## config.mk

```make
export PLATFORM = sky130hd
export DESIGN_NAME = dbis_block_input
export DESIGN_NICKNAME = d
export VERILOG_FILES = /design/src/hdl/dbis_pkg.sv /design/src/hdl/dbis_us_timer.sv /design/src/hdl/dbis_fifo.sv /design/src/hdl/dbis_block_input.sv
export VERILOG_INCLUDE_DIRS = /design/src /design/src/hdl
export SDC_FILE = /design/constraint.sdc
export NUM_CORES = 1
export LEC_CHECK = 0
export ABC_AREA = 1
export BUFFER_PORTS_ARGS = -buffer_cell sky130_fd_sc_hd__buf_2
export CORE_ASPECT_RATIO = 1.4
export CORE_MARGIN = 8
export CORE_UTILIZATION = 60
export CTS_BUF_LIST = sky130_fd_sc_hd__clkbuf_4 sky130_fd_sc_hd__clkbuf_8
export CTS_CLUSTER_SIZE = 12
export DETAILED_ROUTE_END_ITERATION = 7
export HOLD_SLACK_MARGIN = 0.03
export PLACE_DENSITY_LB_ADDON = 0.08
export SETUP_SLACK_MARGIN = 0.3
export SLEW_MARGIN = 30
export SYNTH_ARGS = -nofsm -noshare
export SYNTH_HDL_FRONTEND = slang
export SYNTH_SLANG_ARGS = --single-unit
```

## constraint.sdc

```tcl
create_clock -name CLK -period 2.8 [get_ports CLK]
set_input_delay 0.42 -clock CLK [delete_from_list [all_inputs] [get_ports CLK]]
set_output_delay 0.42 -clock CLK [all_outputs]
set_load 0.01 [all_outputs]
```

## src/hdl/dbis_defines.svh

```systemverilog
// widths, field positions and timing constants for the drum block-input sequencer
`ifndef DBIS_DEFINES_SVH
`define DBIS_DEFINES_SVH

// clock
`define DBIS_CLK_PERIOD_NS 20
`define DBIS_CYC_PER_US (1000 / `DBIS_CLK_PERIOD_NS)

// widths and fifo depth
`define DBIS_WORD_W 16
`define DBIS_ADDR_W 11
`define DBIS_CNT_W 11
`define DBIS_US_W 6
`define DBIS_SI_W 9
`define DBIS_FIFO_DEPTH 4

// stop-clock and time-pulse spacings, microseconds
`define DBIS_T_STEP_US 6'h01
`define DBIS_T_CARRY_US 6'h02
`define DBIS_T_CARRY_FAST_US 6'h01
`define DBIS_T_ES_WRITE_US 6'h25
`define DBIS_T_ES_READ_US 6'h11

// select-device codes: upper six bits 70 octal pick the drum
`define DBIS_SI_DRUM_HI 6'h38
`define DBIS_SI_RECORD_BIT 2
`define DBIS_SI_GROUP_BIT 1
`define DBIS_SI_POS_BIT 0

`endif

```

## src/hdl/dbis_pkg.sv

```systemverilog
// types shared by the drum block-input sequencer files
`include "dbis_defines.svh"

package dbis_pkg;

  typedef enum logic [3:0] {
    ST_IDLE, ST_TP6, ST_TP7, ST_TP8, ST_TP1, ST_TP2, ST_TP3, ST_TP4, ST_TP5
  } dbis_state_t;

  typedef struct packed {
    logic [`DBIS_ADDR_W-1:0] addr;
    logic [`DBIS_WORD_W-1:0] data;
  } dbis_es_write_t;

  typedef struct packed {
    logic prep_read;
    logic prep_record;
    logic chg_group;
    logic chg_pos;
    logic addr_reset;
  } dbis_si_t;

endpackage

```

## src/hdl/dbis_us_timer.sv

```systemverilog
// stop-clock delay timer counting whole microseconds from a cycle divider
`timescale 1ns/1ps
`default_nettype none
`include "dbis_defines.svh"

module dbis_us_timer (
  input wire logic clk,
  input wire logic rst_n,
  input wire logic load,
  input wire logic [`DBIS_US_W-1:0] us,
  output logic done
);

  localparam logic [`DBIS_US_W-1:0] CYC_LAST = `DBIS_US_W'(`DBIS_CYC_PER_US - 1);

  logic [`DBIS_US_W-1:0] cyc_q;
  logic [`DBIS_US_W-1:0] us_q;
  wire logic us_tick;

  // divider restarts on load so every delay is exact to the cycle
  assign us_tick = (cyc_q == CYC_LAST);
  assign done = (us_q == '0);

  always_ff @(posedge clk or negedge rst_n) begin
    if (!rst_n) begin
      cyc_q <= '0;
      us_q <= '0;
    end else if (load) begin
      cyc_q <= '0;
      us_q <= us;
    end else if (!done) begin
      cyc_q <= us_tick ? '0 : cyc_q + 1'b1;
      us_q <= us_tick ? us_q - 1'b1 : us_q;
    end
  end

endmodule
`default_nettype wire

```

## src/hdl/dbis_fifo.sv

```systemverilog
// small first-in first-out buffer with valid and ready on both sides
`timescale 1ns/1ps
`default_nettype none

module dbis_fifo #(
  parameter int WIDTH = 27,
  parameter int DEPTH = 4
) (
  input wire logic clk,
  input wire logic rst_n,
  input wire logic in_valid,
  output logic in_ready,
  input wire logic [WIDTH-1:0] in_data,
  output logic out_valid,
  input wire logic out_ready,
  output logic [WIDTH-1:0] out_data
);

  localparam int AW = $clog2(DEPTH);

  logic [WIDTH-1:0] mem_q [DEPTH];
  logic [AW-1:0] wr_q;
  logic [AW-1:0] rd_q;
  logic [AW:0] cnt_q;
  wire logic push;
  wire logic pop;

  assign in_ready = (cnt_q < (AW+1)'(DEPTH));
  assign out_valid = (cnt_q != '0);
  assign push = in_valid && in_ready;
  assign pop = out_valid && out_ready;
  assign out_data = mem_q[rd_q];

  always_ff @(posedge clk) begin
    if (push) begin
      mem_q[wr_q] <= in_data;
    end
  end

  always_ff @(posedge clk or negedge rst_n) begin
    if (!rst_n) begin
      wr_q <= '0;
      rd_q <= '0;
      cnt_q <= '0;
    end else begin
      wr_q <= push ? AW'((wr_q + 1'b1) % DEPTH) : wr_q;
      rd_q <= pop ? AW'((rd_q + 1'b1) % DEPTH) : rd_q;
      cnt_q <= cnt_q + (AW+1)'(push) - (AW+1)'(pop);
    end
  end

endmodule
`default_nettype wire

```

## src/hdl/dbis_block_input.sv

```systemverilog
// drum block-input sequencer: time-pulse sequencing, drum handshake and select-device decode
//
// What this block does
// - End-carry seen at time pulse two ends the order; accumulator ends one past last.
// - First word absent at time pulse six: halt while the started storage read finishes.
// - Read done, word still absent: everything stays halted until the word arrives.
// - Time pulse seven follows a word arrival within 3 microseconds.
// - First cycle: stop delays at pulses seven, eight and one put 5 microseconds from pulse seven to two.
// - Pulse two requests the next word when more remain; drum must get it promptly.
// - Storage write at pulse two holds pulse three 37 us; pulse four 1 us later.
// - Pulse four read stops 17 us; restart only when read and word both complete.
// - Later cycles: 3 microseconds from pulse five to the next pulse two.
// - Word arriving during the pulse-four read costs no extra synchronising delay.
// - n cycles must fit within 64n + 37 microseconds to catch every word.
// - Decode select codes 700..707 octal: upper four record, lower four read.
// - Low code bit changes position, next bit changes group, both change both.
// - Restoration only at suitable points; end-carry wait may be shortened.
// - Pulse one increments the word counter and stops 2 us for an end-carry.
// - Pulse-two request sets the word interlock and clears alarm; arrival clears interlock.
// - Read preparation with position change resets the drum address register.
`timescale 1ns/1ps
`default_nettype none
`include "dbis_defines.svh"

module dbis_block_input (
  input wire logic CLK,
  input wire logic ARST_N,
  input wire logic START,
  input wire logic [`DBIS_ADDR_W-1:0] START_ADDR,
  input wire logic [`DBIS_CNT_W-1:0] BLOCK_COUNT,
  input wire logic FAST_CARRY,
  input wire logic SI_STROBE,
  input wire logic [`DBIS_SI_W-1:0] SI_CODE,
  input wire logic WORD_ARRIVED,
  input wire logic [`DBIS_WORD_W-1:0] DRUM_WORD,
  output logic REQUEST_NEXT_WORD,
  output logic PREP_READ,
  output logic PREP_RECORD,
  output logic CHANGE_GROUP,
  output logic CHANGE_POSITION,
  output logic DRUM_ADDR_RESET,
  output logic ES_WR_VALID,
  input wire logic ES_WR_READY,
  output logic [`DBIS_ADDR_W-1:0] ES_WR_ADDR,
  output logic [`DBIS_WORD_W-1:0] ES_WR_DATA,
  output logic BUSY,
  output logic DONE,
  output logic [`DBIS_ADDR_W-1:0] ACC,
  output logic [3:0] TIME_PULSE,
  output logic CLOCK_STOPPED,
  output logic ALARM,
  output logic RESTORE_OK
);

  ////////////////////////////////////////////////////////////////////////////
  // reset release and word-arrival synchroniser

  logic rst_meta_q;
  logic rst_n_q;

  always_ff @(posedge CLK or negedge ARST_N) begin
    if (!ARST_N) begin
      rst_meta_q <= 1'b0;
      rst_n_q <= 1'b0;
    end else begin
      rst_meta_q <= 1'b1;
      rst_n_q <= rst_meta_q;
    end
  end

  logic arr_meta_q;
  logic arr_sync_q;
  logic arr_last_q;
  wire logic arrive;

  always_ff @(posedge CLK or negedge rst_n_q) begin
    if (!rst_n_q) begin
      arr_meta_q <= 1'b0;
      arr_sync_q <= 1'b0;
      arr_last_q <= 1'b0;
    end else begin
      arr_meta_q <= WORD_ARRIVED;
      arr_sync_q <= arr_meta_q;
      arr_last_q <= arr_sync_q;
    end
  end

  assign arrive = arr_sync_q && !arr_last_q;

  ////////////////////////////////////////////////////////////////////////////
  // select-device decode

  wire logic si_drum;
  wire logic si_rec;
  dbis_pkg::dbis_si_t si_d;
  dbis_pkg::dbis_si_t si_q;

  assign si_drum = SI_STROBE && (SI_CODE[`DBIS_SI_W-1:3] == `DBIS_SI_DRUM_HI);
  assign si_rec = SI_CODE[`DBIS_SI_RECORD_BIT];
  assign si_d.prep_read = si_drum && !si_rec;
  assign si_d.prep_record = si_drum && si_rec;
  assign si_d.chg_group = si_drum && SI_CODE[`DBIS_SI_GROUP_BIT];
  assign si_d.chg_pos = si_drum && SI_CODE[`DBIS_SI_POS_BIT];
  // rereading a skipped word needs the drum address wound back
  assign si_d.addr_reset = si_d.prep_read && SI_CODE[`DBIS_SI_POS_BIT];

  always_ff @(posedge CLK or negedge rst_n_q) begin
    if (!rst_n_q) begin
      si_q <= '0;
    end else begin
      si_q <= si_d;
    end
  end

  assign PREP_READ = si_q.prep_read;
  assign PREP_RECORD = si_q.prep_record;
  assign CHANGE_GROUP = si_q.chg_group;
  assign CHANGE_POSITION = si_q.chg_pos;
  assign DRUM_ADDR_RESET = si_q.addr_reset;

  ////////////////////////////////////////////////////////////////////////////
  // time-pulse sequencer

  dbis_pkg::dbis_state_t state_q;
  dbis_pkg::dbis_state_t nxt;
  logic go;
  logic ilock_q;
  logic carry_q;
  logic zero_q;
  logic end_q;
  logic first_q;
  logic [`DBIS_CNT_W-1:0] cnt_q;
  logic [`DBIS_ADDR_W-1:0] acc_q;
  logic [`DBIS_WORD_W-1:0] io_word_register_q;
  logic t_done;
  logic fifo_in_ready;
  wire logic [`DBIS_US_W-1:0] carry_us;

  // a shorter end-carry wait buys back time when restoration crowds a cycle
  assign carry_us = FAST_CARRY ? `DBIS_T_CARRY_FAST_US : `DBIS_T_CARRY_US;

  function automatic logic [`DBIS_US_W-1:0] dwell(input dbis_pkg::dbis_state_t s,
                                                  input logic [`DBIS_US_W-1:0] cw);
    unique case (s)
      dbis_pkg::ST_TP6: dwell = `DBIS_T_ES_READ_US;
      dbis_pkg::ST_TP8: dwell = cw;
      dbis_pkg::ST_TP1: dwell = cw;
      dbis_pkg::ST_TP2: dwell = `DBIS_T_ES_WRITE_US;
      dbis_pkg::ST_TP4: dwell = `DBIS_T_ES_READ_US;
      default: dwell = `DBIS_T_STEP_US;
    endcase
  endfunction

  always_comb begin
    nxt = state_q;
    go = 1'b0;
    unique case (state_q)
      dbis_pkg::ST_IDLE: begin
        if (START) begin
          nxt = dbis_pkg::ST_TP6;
          go = 1'b1;
        end
      end
      dbis_pkg::ST_TP6: begin
        if (t_done && !ilock_q) begin
          nxt = dbis_pkg::ST_TP7;
          go = 1'b1;
        end
      end
      dbis_pkg::ST_TP7: begin
        if (t_done) begin
          nxt = dbis_pkg::ST_TP8;
          go = 1'b1;
        end
      end
      dbis_pkg::ST_TP8: begin
        if (t_done) begin
          nxt = dbis_pkg::ST_TP1;
          go = 1'b1;
        end
      end
      dbis_pkg::ST_TP1: begin
        if (t_done && zero_q) begin
          nxt = dbis_pkg::ST_IDLE;
          go = 1'b1;
        end else if (t_done && fifo_in_ready) begin
          nxt = dbis_pkg::ST_TP2;
          go = 1'b1;
        end
      end
      dbis_pkg::ST_TP2: begin
        if (t_done) begin
          nxt = end_q ? dbis_pkg::ST_IDLE : dbis_pkg::ST_TP3;
          go = 1'b1;
        end
      end
      dbis_pkg::ST_TP3: begin
        if (t_done) begin
          nxt = dbis_pkg::ST_TP4;
          go = 1'b1;
        end
      end
      dbis_pkg::ST_TP4: begin
        // arrival already synchronised in the background during the read
        if (t_done && !ilock_q) begin
          nxt = dbis_pkg::ST_TP5;
          go = 1'b1;
        end
      end
      dbis_pkg::ST_TP5: begin
        if (t_done) begin
          nxt = dbis_pkg::ST_TP1;
          go = 1'b1;
        end
      end
    endcase
  end

  wire logic add_one;
  wire logic at_tp1;
  wire logic at_tp2;
  wire logic finish;
  wire logic [`DBIS_CNT_W:0] cnt_sum;

  assign add_one = go && (nxt == dbis_pkg::ST_TP8 || nxt == dbis_pkg::ST_TP1);
  assign at_tp1 = go && (nxt == dbis_pkg::ST_TP1);
  assign at_tp2 = go && (nxt == dbis_pkg::ST_TP2);
  assign finish = go && (nxt == dbis_pkg::ST_IDLE);
  assign cnt_sum = {1'b0, cnt_q} + 1'b1;

  dbis_us_timer u_timer (
    .clk(CLK),
    .rst_n(rst_n_q),
    .load(go && nxt != dbis_pkg::ST_IDLE),
    .us(dwell(nxt, carry_us)),
    .done(t_done)
  );

  always_ff @(posedge CLK or negedge rst_n_q) begin
    if (!rst_n_q) begin
      state_q <= dbis_pkg::ST_IDLE;
      first_q <= 1'b0;
      zero_q <= 1'b0;
      end_q <= 1'b0;
    end else begin
      state_q <= nxt;
      first_q <= (go && state_q == dbis_pkg::ST_IDLE) || (first_q && !at_tp2);
      zero_q <= at_tp1 ? (first_q && carry_q) : zero_q;
      end_q <= at_tp2 ? carry_q : end_q;
    end
  end

  always_ff @(posedge CLK or negedge rst_n_q) begin
    if (!rst_n_q) begin
      cnt_q <= '0;
      carry_q <= 1'b0;
      acc_q <= '0;
    end else if (START && state_q == dbis_pkg::ST_IDLE) begin
      cnt_q <= BLOCK_COUNT;
      carry_q <= 1'b0;
      acc_q <= START_ADDR;
    end else begin
      cnt_q <= add_one ? cnt_sum[`DBIS_CNT_W-1:0] : cnt_q;
      carry_q <= carry_q || (add_one && cnt_sum[`DBIS_CNT_W]);
      acc_q <= at_tp2 ? acc_q + 1'b1 : acc_q;
    end
  end

  ////////////////////////////////////////////////////////////////////////////
  // word interlock, alarm and word register

  logic alarm_q;
  wire logic ilock_set;
  wire logic overrun;

  assign ilock_set = (at_tp2 && !carry_q) || si_d.prep_read;
  assign overrun = arrive && !ilock_q;

  always_ff @(posedge CLK or negedge rst_n_q) begin
    if (!rst_n_q) begin
      ilock_q <= 1'b0;
      alarm_q <= 1'b0;
      io_word_register_q <= '0;
    end else begin
      ilock_q <= ilock_set || (ilock_q && !arrive);
      alarm_q <= overrun || (alarm_q && !at_tp2);
      io_word_register_q <= arrive ? DRUM_WORD : io_word_register_q;
    end
  end

  ////////////////////////////////////////////////////////////////////////////
  // storage write path

  dbis_pkg::dbis_es_write_t wr_in;
  dbis_pkg::dbis_es_write_t wr_out;

  assign wr_in.addr = acc_q;
  assign wr_in.data = io_word_register_q;

  dbis_fifo #(
    .WIDTH($bits(dbis_pkg::dbis_es_write_t)),
    .DEPTH(`DBIS_FIFO_DEPTH)
  ) u_fifo (
    .clk(CLK),
    .rst_n(rst_n_q),
    .in_valid(at_tp2),
    .in_ready(fifo_in_ready),
    .in_data(wr_in),
    .out_valid(ES_WR_VALID),
    .out_ready(ES_WR_READY),
    .out_data(wr_out)
  );

  assign ES_WR_ADDR = wr_out.addr;
  assign ES_WR_DATA = wr_out.data;

  ////////////////////////////////////////////////////////////////////////////
  // status outputs

  logic req_q;
  logic done_q;
  logic busy_q;
  logic stopped_q;
  logic restore_q;
  logic [3:0] tp_q;
  logic [3:0] tp_num;

  always_comb begin
    unique case (nxt)
      dbis_pkg::ST_TP1: tp_num = 4'h1;
      dbis_pkg::ST_TP2: tp_num = 4'h2;
      dbis_pkg::ST_TP3: tp_num = 4'h3;
      dbis_pkg::ST_TP4: tp_num = 4'h4;
      dbis_pkg::ST_TP5: tp_num = 4'h5;
      dbis_pkg::ST_TP6: tp_num = 4'h6;
      dbis_pkg::ST_TP7: tp_num = 4'h7;
      dbis_pkg::ST_TP8: tp_num = 4'h8;
      default: tp_num = 4'h0;
    endcase
  end

  always_ff @(posedge CLK or negedge rst_n_q) begin
    if (!rst_n_q) begin
      req_q <= 1'b0;
      done_q <= 1'b0;
      busy_q <= 1'b0;
      stopped_q <= 1'b0;
      restore_q <= 1'b1;
      tp_q <= 4'h0;
    end else begin
      req_q <= at_tp2 && !carry_q;
      done_q <= finish;
      busy_q <= (nxt != dbis_pkg::ST_IDLE);
      stopped_q <= (nxt != dbis_pkg::ST_IDLE) && !go;
      // restoration is only harmless while idle or stopped at pulse four or six
      restore_q <= (nxt == dbis_pkg::ST_IDLE) ||
                   (!go && (nxt == dbis_pkg::ST_TP4 || nxt == dbis_pkg::ST_TP6));
      tp_q <= go ? tp_num : tp_q;
    end
  end

  assign REQUEST_NEXT_WORD = req_q;
  assign DONE = done_q;
  assign BUSY = busy_q;
  assign CLOCK_STOPPED = stopped_q;
  assign RESTORE_OK = restore_q;
  assign TIME_PULSE = tp_q;
  assign ACC = acc_q;
  assign ALARM = alarm_q;

endmodule
`default_nettype wire

```

After elaboration in Yosys (flattened, before gate mapping)
Memory sizes are Yosys's and may differ from the RTL's. A register that Yosys moved wholly into a read port is not among the register bits.
Index checks and enable logic that the tools add are counted.
Widths: inputs -> output; s select.

cells by class
  mux-type cells = 32
  add/sub/neg operators = 8
  eq/ne operators = 16
  $lt $le $gt $ge = 1
  reduce and logical (&&, ||, !) cells = 58

operators with widths
  kind                   number
  $mux 11                4
  $mux 4                 9
  $mux 6                 6
  $pmux 4 s8             1
  $eq 4x3->1 const B     7
  $logic_and 1x1->1      28
  $pmux 6 s3             1
  $add 11x1->12 const B  1
  $eq 4x2->1 const B     3
  $eq 6x6->1 const B     2
  $add 11x1->11 const B  1
  $eq 4x1->1 const B     2
  $logic_not 1->1        8
  $logic_not 4->1        2
  $logic_or 1x1->1       8
  $mux 1                 8
  $reduce_or 2->1        4
  $add 6x1->6 const B    1
  $logic_not 6->1        1
  $reduce_bool 2->1      3
  $sub 6x1->6 const B    1
  $reduce_or 5->1        1
  $add 2x1->2 const B    2
  $eq 4x4->1 const B     1
  other kinds (10)       10

storage, ports and cells
  output and inout port bits = 54
  memories = 2
  word-level logic and storage cells = 147
  ROM bits = 64
  bits of input ports = 54
  RAM bits = 108
  bits in registers = 82

memory list
  memory           depth  width  read ports  clocked after Yosys merged registers in  write ports  RTL line                 source
  u_fifo.mem_q     4      27     1           0                                        1            dbis_fifo.sv:21          logic [WIDTH-1:0] mem_q [DEPTH];
  (no name shown)  16     4      1           1                                        0            dbis_block_input.sv:329  unique case (nxt)

Depth between registers and ports, before layout
Gate-level depths: netlist of run 1.

  depth after elaboration = 11
  mapped depth = 23
  depth with buffers taken out = 22

Modules after synthesis
Synthesis of run 1 repeated with hierarchy kept, for this count alone.

unflattened totals
  cells, all modules = 944
  area, all modules = 9,196.3 um^2

modules (own cells, without submodules)
  module            cells an instance  area each (um^2)  seq. area each (um^2)  instances
  dbis_fifo         393                4,657.0           3,418.3                1
  dbis_block_input  441                3,694.8           1,677.9                1
  dbis_us_timer     110                844.6             300.3                  1

Least setup slack after synthesis of run 1
OpenSTA, ideal clock, no wires.

  kind = reg2reg
  start point = reg u_timer.us_q[0]
  end point = mem u_fifo.mem_q[0][0], enable pin
  cell stages (with the launch flop) = 18
  setup slack = -859 ps
  required time = 2,389 ps
  library setup time = 411 ps
  period minus slack after synthesis = 3,659 ps
  arrival time = 3,249 ps
  buffers on the path = 0
  cells stage by stage = dfrtp_1 > inv_1 > ha_1 > inv_1 > nor2_4 > nand3_4 > inv_4 > o21ai_0 > o21ai_0 > nand4_1 > a21oi_1 > ha_1 > nand2_1 > inv_1 > nand2_4 > inv_2 > nand2_2 > nor2_1

on the way
  longest elaborated chain between the ends = 10
  elaborated cells between the ends (all ways) = 23
  those cells by class = 1 x eq/ne; 16 x mux; 6 x reduce/logical

RTL lines
  element                           RTL line                 source
  from (decl)                       dbis_us_timer.sv:17      logic [`DBIS_US_W-1:0] us_q;
  from (signal assigned)            dbis_us_timer.sv:30      us_q <= us;
  from (signal assigned)            dbis_us_timer.sv:33      us_q <= us_tick ? us_q - 1'b1 : us_q;
  $logic_not 6->1 (*)               dbis_us_timer.sv:22      assign done = (us_q == '0);
  $logic_and 1x1->1                 dbis_block_input.sv:186  end else if (t_done && fifo_in_ready) begin
  $mux 4                            dbis_block_input.sv:186
  $mux 4                            dbis_block_input.sv:183  if (t_done && zero_q) begin
  $pmux 4 s8                        dbis_block_input.sv:157  unique case (state_q)
  $eq 4x3->1                        dbis_block_input.sv:227  assign at_tp2 = go && (nxt == dbis_pkg::ST_TP2);
  $logic_and 1x1->1 (*)             dbis_block_input.sv:227
  $logic_and 1x1->1 (*)             dbis_fifo.sv:30          assign push = in_valid && in_ready;
  $mux 1 (*)                        dbis_fifo.sv:35          if (push) begin
  $mux 1 (implied by the code) (*)  dbis_fifo.sv:36          mem_q[wr_q] <= in_data;
  to (decl)                         dbis_fifo.sv:21

Every way passes the cells marked *; elsewhere a longest branch is shown, timed or not.

Worst setup path in the final report of run 1
  start point = reg u_timer.us_q[0]
  end point = mem u_fifo.mem_q[1][9], enable pin

Same word-level chain as after synthesis.

==> qor.txt, run 1 <==
GRT Overall Usage -> 22.01%
Sequential Power Share -> 35.9%
Pwr/cell area -> 1027 mW/mm^2
RSZ-0062 raised after global routing -> true
Period utilization -> 101.1%
Vias in the first global route -> 6622
Clk_skew -> 15.94 ps
Cell Int Power -> 6651 uW
Die area -> 0.01871 sq mm
Worst setup margin -> -31.20 ps
CTS root buf -> clkbuf_8
Synth unique cells -> 46
Relative slew slack -> 41.41%
Status -> finished, violations left
WL final -> 20650 um
Detailed Place HPWL -> 13980 um
Largest net degree at the start of global routing -> 56
Syn Nets -> 877
Gp weighted congestion -> 0.8870
Post-synthesis register bit count -> 194
Fraction of layout cells with a size suffix above 1 -> 35.86%
Core area -> 0.01431 sq mm
Via density -> 5.459
Worst skew pair latency -> 460 ps
Worst-margin pin slew -> 876.7 ps
FMAX -> 353.2 MHz
Area delta synth->final -> 26.99%
Final Hold Viols -> 0
Clock buffer count from CTS -> 17
Max_cap viols -> 0
Chip width -> 117.9 um
Critical path launch point type -> register
Failing checks -> negative setup slack
I/O Buffers -> 107
Crit path kind -> register to register
Hold_ws -> 56.73 ps
Detailed Routing Iterations Pass 1 -> 6
Starting Density -> 60.96%
Clock power frac -> 15.4%
CP required -> 2970 ps
Maximum vdd drop -> 720.0 uV
Post-Place Setup Slack -> -94.12 ps
Top cells by area, synth -> edfxtp_1 (37%), dfrtp_1 (24%), nand2_1 (5.3%), o21ai_0 (4.1%), nor2_1 (4.1%)
Mapped Cells -> 807
Sw power -> 4725 uW
CTS tree -> yes
Leak -> 0.004747 uW
Post-synth EDFFs -> 108
Remaining global-route overflow -> 0
Clock-pin slew on the worst setup and hold paths -> 100 ps
Logic pwr share -> 48.6%
Nets@finish -> 1061
Arr. time, crit path -> 3000 ps
Setup violations, final -> 28
Syn Area/Cell -> 10.81 sq um
Routed vias -> 6512
Worst setup EP type -> register
Worst hold-check path type -> primary input to register
Synth top area share -> 37.17%
H-Tree Level Count -> 4
Die Y -> 158.7 um
First-pass GRT wire length -> 32660 um
Max Root-Sink Buffers -> 2
Max-slew violations -> 0
Number of diodes -> 0
Final ANT Viol Nets -> 0
Final min period -> 2831 ps
Drt wl/cell -> 17.31 um
Net Sw Frac -> 41.54%
DP Area -> 0.009921 sq mm
Residual DRC count -> 0
Syn. warnings -> 0
Number of I/O pins -> 108
Critical Path Fanout Max -> 12
Post-synth top flop -> edfxtp_1
FP Rows -> 52
Mapped cell area -> 0.008726 sq mm
Post-synthesis sequential area ratio -> 61.84%
Clock tree sinks -> 194
Cell area after layout -> 0.01108 sq mm
Post-synth top area cell -> edfxtp_1
Drt initial violations -> 410
Initial antenna violation count -> 0
Async S/R FF share, synth -> 44.33%
==> per-stage QoR <==
stage	setup TNS (ps)	instances	power (uW)	utilization, %
after detailed placement	-5715	1119	8613	69.31
after global placement	0	1119	8444	69.31
final	-379.5	1193	11380	77.41
after CTS	0	1182	11030	75.38
after floorplan	-4017	807	7101	-
after global routing	-16340	1193	12120	77.41
==> registers in the layout, indices dropped and copies added, names as in the netlist, 2 cells and up <==
register and flops:
ACC 11, TIME_PULSE 4, cnt_q 11, io_word_register_q 16
state_q 4, u_fifo.cnt_q 3, u_fifo.mem_q 108, u_fifo.rd_q 2
u_fifo.wr_q 2, u_timer.cyc_q 6, u_timer.us_q 6
==> final timing paths <==
check,slack [ps],end,depth (start not counted),startpoint
max in group asynchronous,1780,io_word_register_q[5],1,rst_n_q
worst min-delay path,60,arr_meta_q,1,WORD_ARRIVED
min in group asynchronous,250,rst_n_q,2,ARST_N
worst max register to register,-30,u_fifo.mem_q[1][9],20,u_timer.us_q[0]
worst min register to register,370,rst_n_q,0,rst_meta_q
worst max-delay path,-30,u_fifo.mem_q[1][9],20,u_timer.us_q[0]
==> cell usage after synthesis (2+ instances only) <==
cell	n
nand3_1	32
xnor2_1	5
clkbuf_1	19
nor2_4	6
o21ai_1	9
a31oi_2	4
buf_1	2
ha_1	15
buf_6	2
a21oi_1	13
xor2_1	15
buf_8	2
o211ai_1	5
nor3b_1	2
mux2_2	16
o22ai_1	29
nor3_1	8
o21ai_0	72
nor2_2	9
inv_1	68
or2_2	2
nand2_1	124
nand2_2	8
o31ai_1	5
dfrtp_1	85
nand3_2	2
nand4_1	9
nor2_1	96
nand2_4	6
nand3_4	2
a31oi_1	4
o21ai_2	7
inv_2	4
edfxtp_1	108
==> logic make-up after synthesis <==
group	after synthesis	synth area share, %
xor+xnor	20	2.007
fa+ha+maj	16	2.380
other cells	1	0.04298
mux	16	2.065
flops	194	61.84
simple gates	311	16.86
buf+inv	100	4.804
compound gates	149	9.994
==> final cells by class <==
type | count | area, sq um
Clock buffer | 18 | 247.7
Clock inverter | 14 | 145.1
Fill cell | 943 | 3233
Inverter | 74 | 297.8
Multi-Input combinational cell | 516 | 3337
Sequential cell | 194 | 5400
Tap cell | 189 | 236.5
Timing Repair Buffer | 188 | 1416
==> worst max-delay path: stages (launching register included) <==
cell     delay (ps)
dfrtp_1         410
inv_2            90
ha_4            140
inv_2            40
nor2_4          160
nand4_1         110
nand2_1         120
o21ai_2          60
o21ai_1          80
nand4_1         140
a21oi_2         200
ha_4            160
nand2_2          40
inv_2            70
nand2_4          60
inv_4            80
nand2_8          60
buf_12          150
nor2_4          130
buf_6           120
buf_12          130
==> timing repair <==
| action | CTS | global route |
|---|---|---|
| gates cloned | 3 | 2 |
| hold buffers | 1 | 0 |
| hold endpoints to repair | 2 | 0 |
| setup buffers | 27 | 9 |
| gates resized for setup | 49 | 53 |
| pin swaps | 26 | 23 |
| setup endpoints to repair | 151 | 184 |
==> layout by cell type (no fill, tap or decap), types with 13 or more instances in the layout <==
master / netlist / routed
buf_12: 0 / 13
buf_2: 0 / 107
buf_4: 1 / 47
buf_6: 2 / 18
clkbuf_8: 0 / 18
dfrtp_1: 85 / 84
edfxtp_1: 108 / 108
inv_1: 68 / 57
mux2_2: 16 / 16
nand2_1: 124 / 106
nand2_2: 8 / 15
nand2_4: 6 / 13
nand3_1: 32 / 28
nor2_1: 96 / 85
nor2_2: 9 / 14
o21ai_0: 72 / 64
o22ai_1: 29 / 28
xor2_1: 15 / 15
==> power by group through the flow <==
| stage | Sequential [uW] | Clock (uW) | Combinational, uW |
|---|---|---|---|
| finish | 4090 | 1750 | 5530 |
| detailed placement | 4130 | 0 | 4480 |
| CTS | 4070 | 1790 | 5170 |
| floorplan | 4030 | 0 | 3070 |
| global route | 4150 | 1890 | 6090 |
| global placement | 4090 | 0 | 4350 |
==> layer usage <==
layer	global-route usage, %	share of wire [%]	wire [um]
met1	24.19	38	7881
met2	41.43	56	11530
met3	3.691	4.3	879
met4	9.119	1.8	363
met5	0	0	0
(Power assumes the default switching activity.)
==> run 2, diff against run 1 <==
==> constraint.sdc (replaced) <==
create_clock -name CLK -period 2.94 [get_ports CLK]
set_input_delay 0.441 -clock CLK [delete_from_list [all_inputs] [get_ports CLK]]
set_output_delay 0.441 -clock CLK [all_outputs]
set_load 0.01 [all_outputs]
==> run 2 against run 1 <==
The run now ends clean. Sequential share of layout area increased by 2.0 points. Combinational power decreased by 14%. Hold slack improved by 30 ps. Setup slack improved by 64 ps. Register-to-register slack improved by 60 ps. Utilization decreased by 3.0 points. Total power decreased by 8.9%. Die area unchanged. Sequential cell count unchanged. Design area decreased by 3.8%. Critical path type unchanged. Critical endpoint is now u_fifo.cnt_q[2]. Highest routed layer unchanged.
==> qor.txt, run 2 (same netlist as run 1, synthesis figures left out) <==
Detailed Routing Iterations Pass 1 -> 6
Initial antenna violation count -> 0
Largest net degree at the start of global routing -> 56
Detailed Place HPWL -> 13360 um
Critical Path Fanout Max -> 5
Routed vias -> 6529
Period utilization -> 98.88%
Die Y -> 158.7 um
Worst skew pair latency -> 460 ps
Fraction of layout cells with a size suffix above 1 -> 31.59%
WL final -> 20570 um
Arr. time, crit path -> 3240 ps
Cell area after layout -> 0.01065 sq mm
CP max stage delay -> 400 ps
Max-slew violations -> 0
Crit path kind -> register to register
Core area -> 0.01431 sq mm
Nets@finish -> 1032
Worst hold-check path type -> primary input to register
Most common cell after layout, fill and taps aside -> nand2_1
Drt initial violations -> 432
Clock-pin slew on the worst setup and hold paths -> 90 ps
Final min period -> 2907 ps
Crit-path cells -> inv_2, ha_4, inv_2, nor2_4, nand4_1, nand2_2, nand4_1, o21ai_1, nand2_1, nand2_2, inv_2, ha_4, nand2_2, inv_2, nand2_4, inv_4, nand2_8, inv_4, ha_4, fa_2, xnor2_2, xor2_1
Max Root-Sink Buffers -> 2
Final ANT Viol Nets -> 0
Hold_ws -> 86.42 ps
FP Rows -> 52
Die area -> 0.01871 sq mm
Worst path most repeated cell -> inv_2
Gp weighted congestion -> 0.8762
Remaining global-route overflow -> 0
CTS root buf -> clkbuf_8
Status -> completed
Clk_skew -> 15.55 ps
Pwr/cell area -> 972.9 mW/mm^2
Residual DRC count -> 0
Cells on worst reg2reg path -> 22
DP Area -> 0.009753 sq mm
Top Registers -> u_fifo.mem_q (108), io_word_register_q (16)
Max_cap viols -> 0
Fill cells -> 949
Most flops, register -> u_fifo.mem_q
Number of I/O pins -> 108
Starting Density -> 60.96%
Area delta synth->final -> 22.10%
Drt wl/cell -> 17.68 um
RSZ-0062 raised after global routing -> true
Maximum vdd drop -> 685.3 uV
Via density -> 5.609
Slowest stage cell, crit path -> dfrtp_1
Critical path launch point type -> register
Setup violations, final -> 0
Relative slew slack -> 39.35%
First-pass GRT wire length -> 32240 um
Leak -> 0.004560 uW
Clock buffer count from CTS -> 17
Crit path depth -> 22
Vias in the first global route -> 6657
Family with the most delay on the worst path -> simple AND/OR/NAND/NOR gates
CTS tree -> yes
I/O Buffers -> 107
Worst-margin pin slew -> 907.6 ps
Max reg flops -> 108
Buf+Inv Stages, Crit Path -> 6
Clock tree sinks -> 194
Number of diodes -> 0
Final Hold Viols -> 0
H-Tree Level Count -> 4
Chip width -> 117.9 um
Worst setup EP type -> register
GRT Overall Usage -> 21.93%
Most frequent cells in the layout -> nand2_1 (115), edfxtp_1 (108), buf_2 (107), nor2_1 (88), dfrtp_1 (83)
Worst Hold Depth -> 1
FMAX -> 344.0 MHz
CP required -> 3270 ps
[run 2: cell types whose count changed in the layout (fill, tap and decap cells not counted), sizes merged]
cell and change:
clkbuf +3, clkinv +3, buf -33, nand3 +3, bufinv +1, clkinvlp -3
inv -3
[run 2: cell type report]
class                      instances  area (sq um)  share of cell area [%]
inverter                          74         295.3                   2.772
clock inverter                    12         130.1                   1.221
multi-input combinational        519          3247                   30.48
tap                              189         236.5                   2.220
timing repair buffer             156          1087                   10.21
sequential                       194          5401                   50.70
clock buffer                      20         256.5                   2.408
[run 2: worst paths after layout]
kind / from / endpoint / slack [ps]
setup reg to reg: u_timer.us_q[0] / u_fifo.cnt_q[2] / 30
hold reg to reg: rst_n_q / ACC[6] / 350
min in group asynchronous: ARST_N / rst_meta_q / 290
setup / recovery: u_timer.us_q[0] / u_fifo.cnt_q[2] / 30
hold / removal: WORD_ARRIVED / arr_meta_q / 90
max in group asynchronous: rst_n_q / u_fifo.cnt_q[0] / 1830
[run 2: worst reg2reg max path, cell delays in order, from the launching register on]
cell and delay [ps]:
dfrtp_1 400, inv_2 90, ha_4 140, inv_2 40
nor2_4 150, nand4_1 180, nand2_2 130, nand4_1 90
o21ai_1 80, nand2_1 70, nand2_2 70, inv_2 60
ha_4 160, nand2_2 60, inv_2 50, nand2_4 70
inv_4 50, nand2_8 70, inv_4 40, ha_4 150
fa_2 350, xnor2_2 140, xor2_1 150
[run 2: per-stage QoR]
step | std cells | setup TNS, ps | setup slack [ps] | power (uW) | util (%)
after floorplan | 807 | 0 | 78.86 | 6763 | -
after global placement | 1100 | 0 | 94.60 | 7845 | 68.14
after detailed placement | 1100 | -3.730 | -3.730 | 8038 | 68.14
after CTS | 1152 | 0 | 115.9 | 9956 | 72.71
after global routing | 1164 | -7532 | -154.3 | 11060 | 74.43
final | 1164 | 0 | 32.81 | 10360 | 74.43
[run 2: power breakdown]
| group | internal (uW) | total (uW) | switching (uW) | leakage [uW] |
|---|---|---|---|---|
| clock network | 786 | 1700 | 910 | 0.000194 |
| logic | 1890 | 4770 | 2890 | 0.00235 |
| registers | 3390 | 3900 | 509 | 0.00201 |
[run 2: what timing repair did]
item	in CTS	in global routing
endpoints found under the hold margin	2	0
gates cloned	4	4
endpoints found under the setup margin	144	159
buffers inserted	15	8
resized for setup	21	27
pin swaps	18	9
hold buffers	1	0
[run 2: layer usage]
layer,part of all wire [%],global-route usage (%)
met1,38,22.70
met2,54,40.61
met3,4.4,4.897
met4,3.2,12.18
met5,0,0
==> run 3, diff against run 2 <==
--- a/config.mk
+++ b/config.mk
@@ -7,13 +7,13 @@
 export NUM_CORES = 1
 export LEC_CHECK = 0
 export ABC_AREA = 1
-export BUFFER_PORTS_ARGS = -buffer_cell sky130_fd_sc_hd__buf_2
 export CORE_ASPECT_RATIO = 1.4
 export CORE_MARGIN = 8
-export CORE_UTILIZATION = 60
+export CORE_UTILIZATION = 65
 export CTS_BUF_LIST = sky130_fd_sc_hd__clkbuf_4 sky130_fd_sc_hd__clkbuf_8
 export CTS_CLUSTER_SIZE = 12
 export DETAILED_ROUTE_END_ITERATION = 7
+export DONT_BUFFER_PORTS = 1
 export HOLD_SLACK_MARGIN = 0.03
 export PLACE_DENSITY_LB_ADDON = 0.08
 export SETUP_SLACK_MARGIN = 0.3
==> run 3 against run 2 <==
The flow now finishes with violations (negative setup slack). Design area down 2.3%. Sequential share of layout area up 1.2 points. Critical path depth down 2. Fmax down 1.4%. Sequential power up 2%. Hold slack worse by 17 ps. Utilization up 4.1 points. Clock skew about the same. First-iteration DRC count up 9.0%. Largest power group unchanged. Highest routed layer unchanged.
==> qor.txt, run 3 (same netlist as run 1, synthesis figures left out) <==
Status -> finished, violations left
Failing checks -> negative setup slack
CP required -> 3130 ps
Reg-to-Reg End -> u_fifo.mem_q[0][22]
Cell area after layout -> 0.01041 sq mm
Clock buffer count from CTS -> 17
Nets@finish -> 932
Gp weighted congestion -> 0.8949
Worst setup EP type -> register
Fin cells -> 1057
Worst Hold Depth -> 2
Most frequent cells in the layout -> edfxtp_1 (108), nand2_1 (104), nor2_1 (86), dfrtp_1 (83), o21ai_0 (67)
Setup violations, final -> 19
Remaining global-route overflow -> 0
R2R setup slack -> -8 ps
Max_cap viols -> 0
Maximum vdd drop -> 844.0 uV
Final ANT Viol Nets -> 0
Worst setup margin -> -8.004 ps
Detailed Place HPWL -> 12830 um
Fraction of layout cells with a size suffix above 1 -> 25.71%
Residual DRC count -> 0
RSZ-0062 raised after global routing -> true
Largest net degree at the start of global routing -> 56
Drt initial violations -> 471
Vias in the first global route -> 6148
Clk_skew -> 15.71 ps
CTS tree -> yes
Most flops, register -> u_fifo.mem_q
First-pass GRT wire length -> 31050 um
Critical path launch point type -> register
Most common cell after layout, fill and taps aside -> edfxtp_1
Clock tree sinks -> 194
Total chip power -> 10590 uW
Worst skew pair latency -> 470 ps
Core area -> 0.01326 sq mm
Max reg flops -> 108
Worst-margin pin slew -> 916.9 ps
Worst Hold Launch -> SI_CODE[1]
Number of diodes -> 0
Detailed Routing Iterations Pass 1 -> 7
Area delta synth->final -> 19.33%
Starting Density -> 65.79%
I/O Buffers -> 0
Number of I/O pins -> 108
Max-slew violations -> 0
FP Rows -> 50
GRT Overall Usage -> 23.11%
Chip width -> 113.9 um
Initial antenna violation count -> 0
Clock-pin slew on the worst setup and hold paths -> 100 ps
Via density -> 5.850
Final Hold Viols -> 0
Final min period -> 2948 ps
Top Registers -> u_fifo.mem_q (108), io_word_register_q (16)
WL final -> 20550 um
CTS root buf -> clkbuf_8
Leak -> 0.004210 uW
Critical Path Fanout Max -> 7
Routed vias -> 6183
Cells on worst reg2reg path -> 20
Hold endpoint -> CHANGE_GROUP
FMAX -> 339.2 MHz
Dpl cells -> 984
DP Area -> 0.009183 sq mm
Relative slew slack -> 38.73%
H-Tree Level Count -> 4
Max Root-Sink Buffers -> 2
Crit path kind -> register to register
Reg2reg start -> u_timer.us_q[0]
Period utilization -> 100.3%
Die Y -> 153.1 um
Arr. time, crit path -> 3130 ps
Drt wl/cell -> 19.44 um
Die area -> 0.01744 sq mm
Worst hold-check path type -> primary input to register
Pwr/cell area -> 1017 mW/mm^2
run 3: changes by cell type in the layout (fill, tap and decap cells not counted), sizes merged:
cell | before | now
buf | 154 | 51
bufinv | 2 | 6
clkbuf | 21 | 19
clkinv | 5 | 3
dlygate4sd3 | 1 | 3
inv | 74 | 75
run 3: layer usage:
metal | vias to the layer above | part of all wire [%] | GRT usage [%] | wire (um)
met5 | - | 0 | 0 | 0
met4 | 0 | 3.5 | 10.63 | 722
met3 | 54 | 5.1 | 5.599 | 1053
met2 | 207 | 55 | 41.63 | 11260
met1 | 3036 | 37 | 24.71 | 7516
li1 | 2886 | - | - | -
run 3: where the power goes:
group          internal [uW]  switching [uW]  total (uW)  leakage (uW)
Combinational           1710            2860        4570       0.00197
Clock                   1110             940        2050      0.000233
Sequential              3390             585        3970       0.00201
Total                   6210            4380       10600       0.00421
run 3: critical path: stages (launching register included):
cell and delay, ps:
dfrtp_1 410, inv_2 90, ha_4 140, inv_2 40, nor2_4 160, nand3_4 160
inv_4 90, o21ai_1 50, o21ai_1 100, nand4_1 140, a21oi_2 210, ha_4 160
nand2_2 40, inv_2 80, nand2_4 70, inv_6 70, nand2_8 60, buf_12 150
nor2_4 160, buf_6 140, buf_16 130
run 3: timing repair:
action | in CTS | in global routing
hold buffers | 3 | 0
resized for setup | 23 | 58
endpoints found under the hold margin | 5 | 0
endpoints found under the setup margin | 160 | 154
buffers inserted | 15 | 13
cloned | 6 | 4
pin swaps | 16 | 24
run 3: worst max-delay path by stage:
stage	depth (start not counted)	from	endpoint
final	20	u_timer.us_q[0]	u_fifo.mem_q[0][22]
after global routing	22	u_timer.us_q[0]	u_fifo.cnt_q[2]
after CTS	19	u_timer.us_q[0]	u_fifo.mem_q[0][2]
after detailed placement	22	u_timer.us_q[0]	u_fifo.cnt_q[2]
after global placement	22	u_timer.us_q[0]	u_fifo.cnt_q[2]
after floorplan	22	u_timer.us_q[0]	u_fifo.cnt_q[2]
run 3: metrics by stage:
stage / setup WS, ps / hold slack, ps / util, % / TNS [ps]
floorplan: 78.86 / 145.4 / - / 0
global placement: 82.43 / 145.5 / 69.24 / 0
detailed placement: -5.036 / 145.5 / 69.24 / -5.036
CTS: 105.8 / 38.76 / 75.51 / 0
global route: -101.9 / 44.36 / 78.51 / -3701
finish: -8.004 / 69.91 / 78.51 / -83.69
run 3: final cells by class:
type,instances,area [sq um]
inverter,74,304.0
tap,182,227.7
multi-input combinational,519,3338
timing repair buffer,56,654.4
clock inverter,15,252.7
sequential,194,5401
clock buffer,17,234.0
fill,850,2850
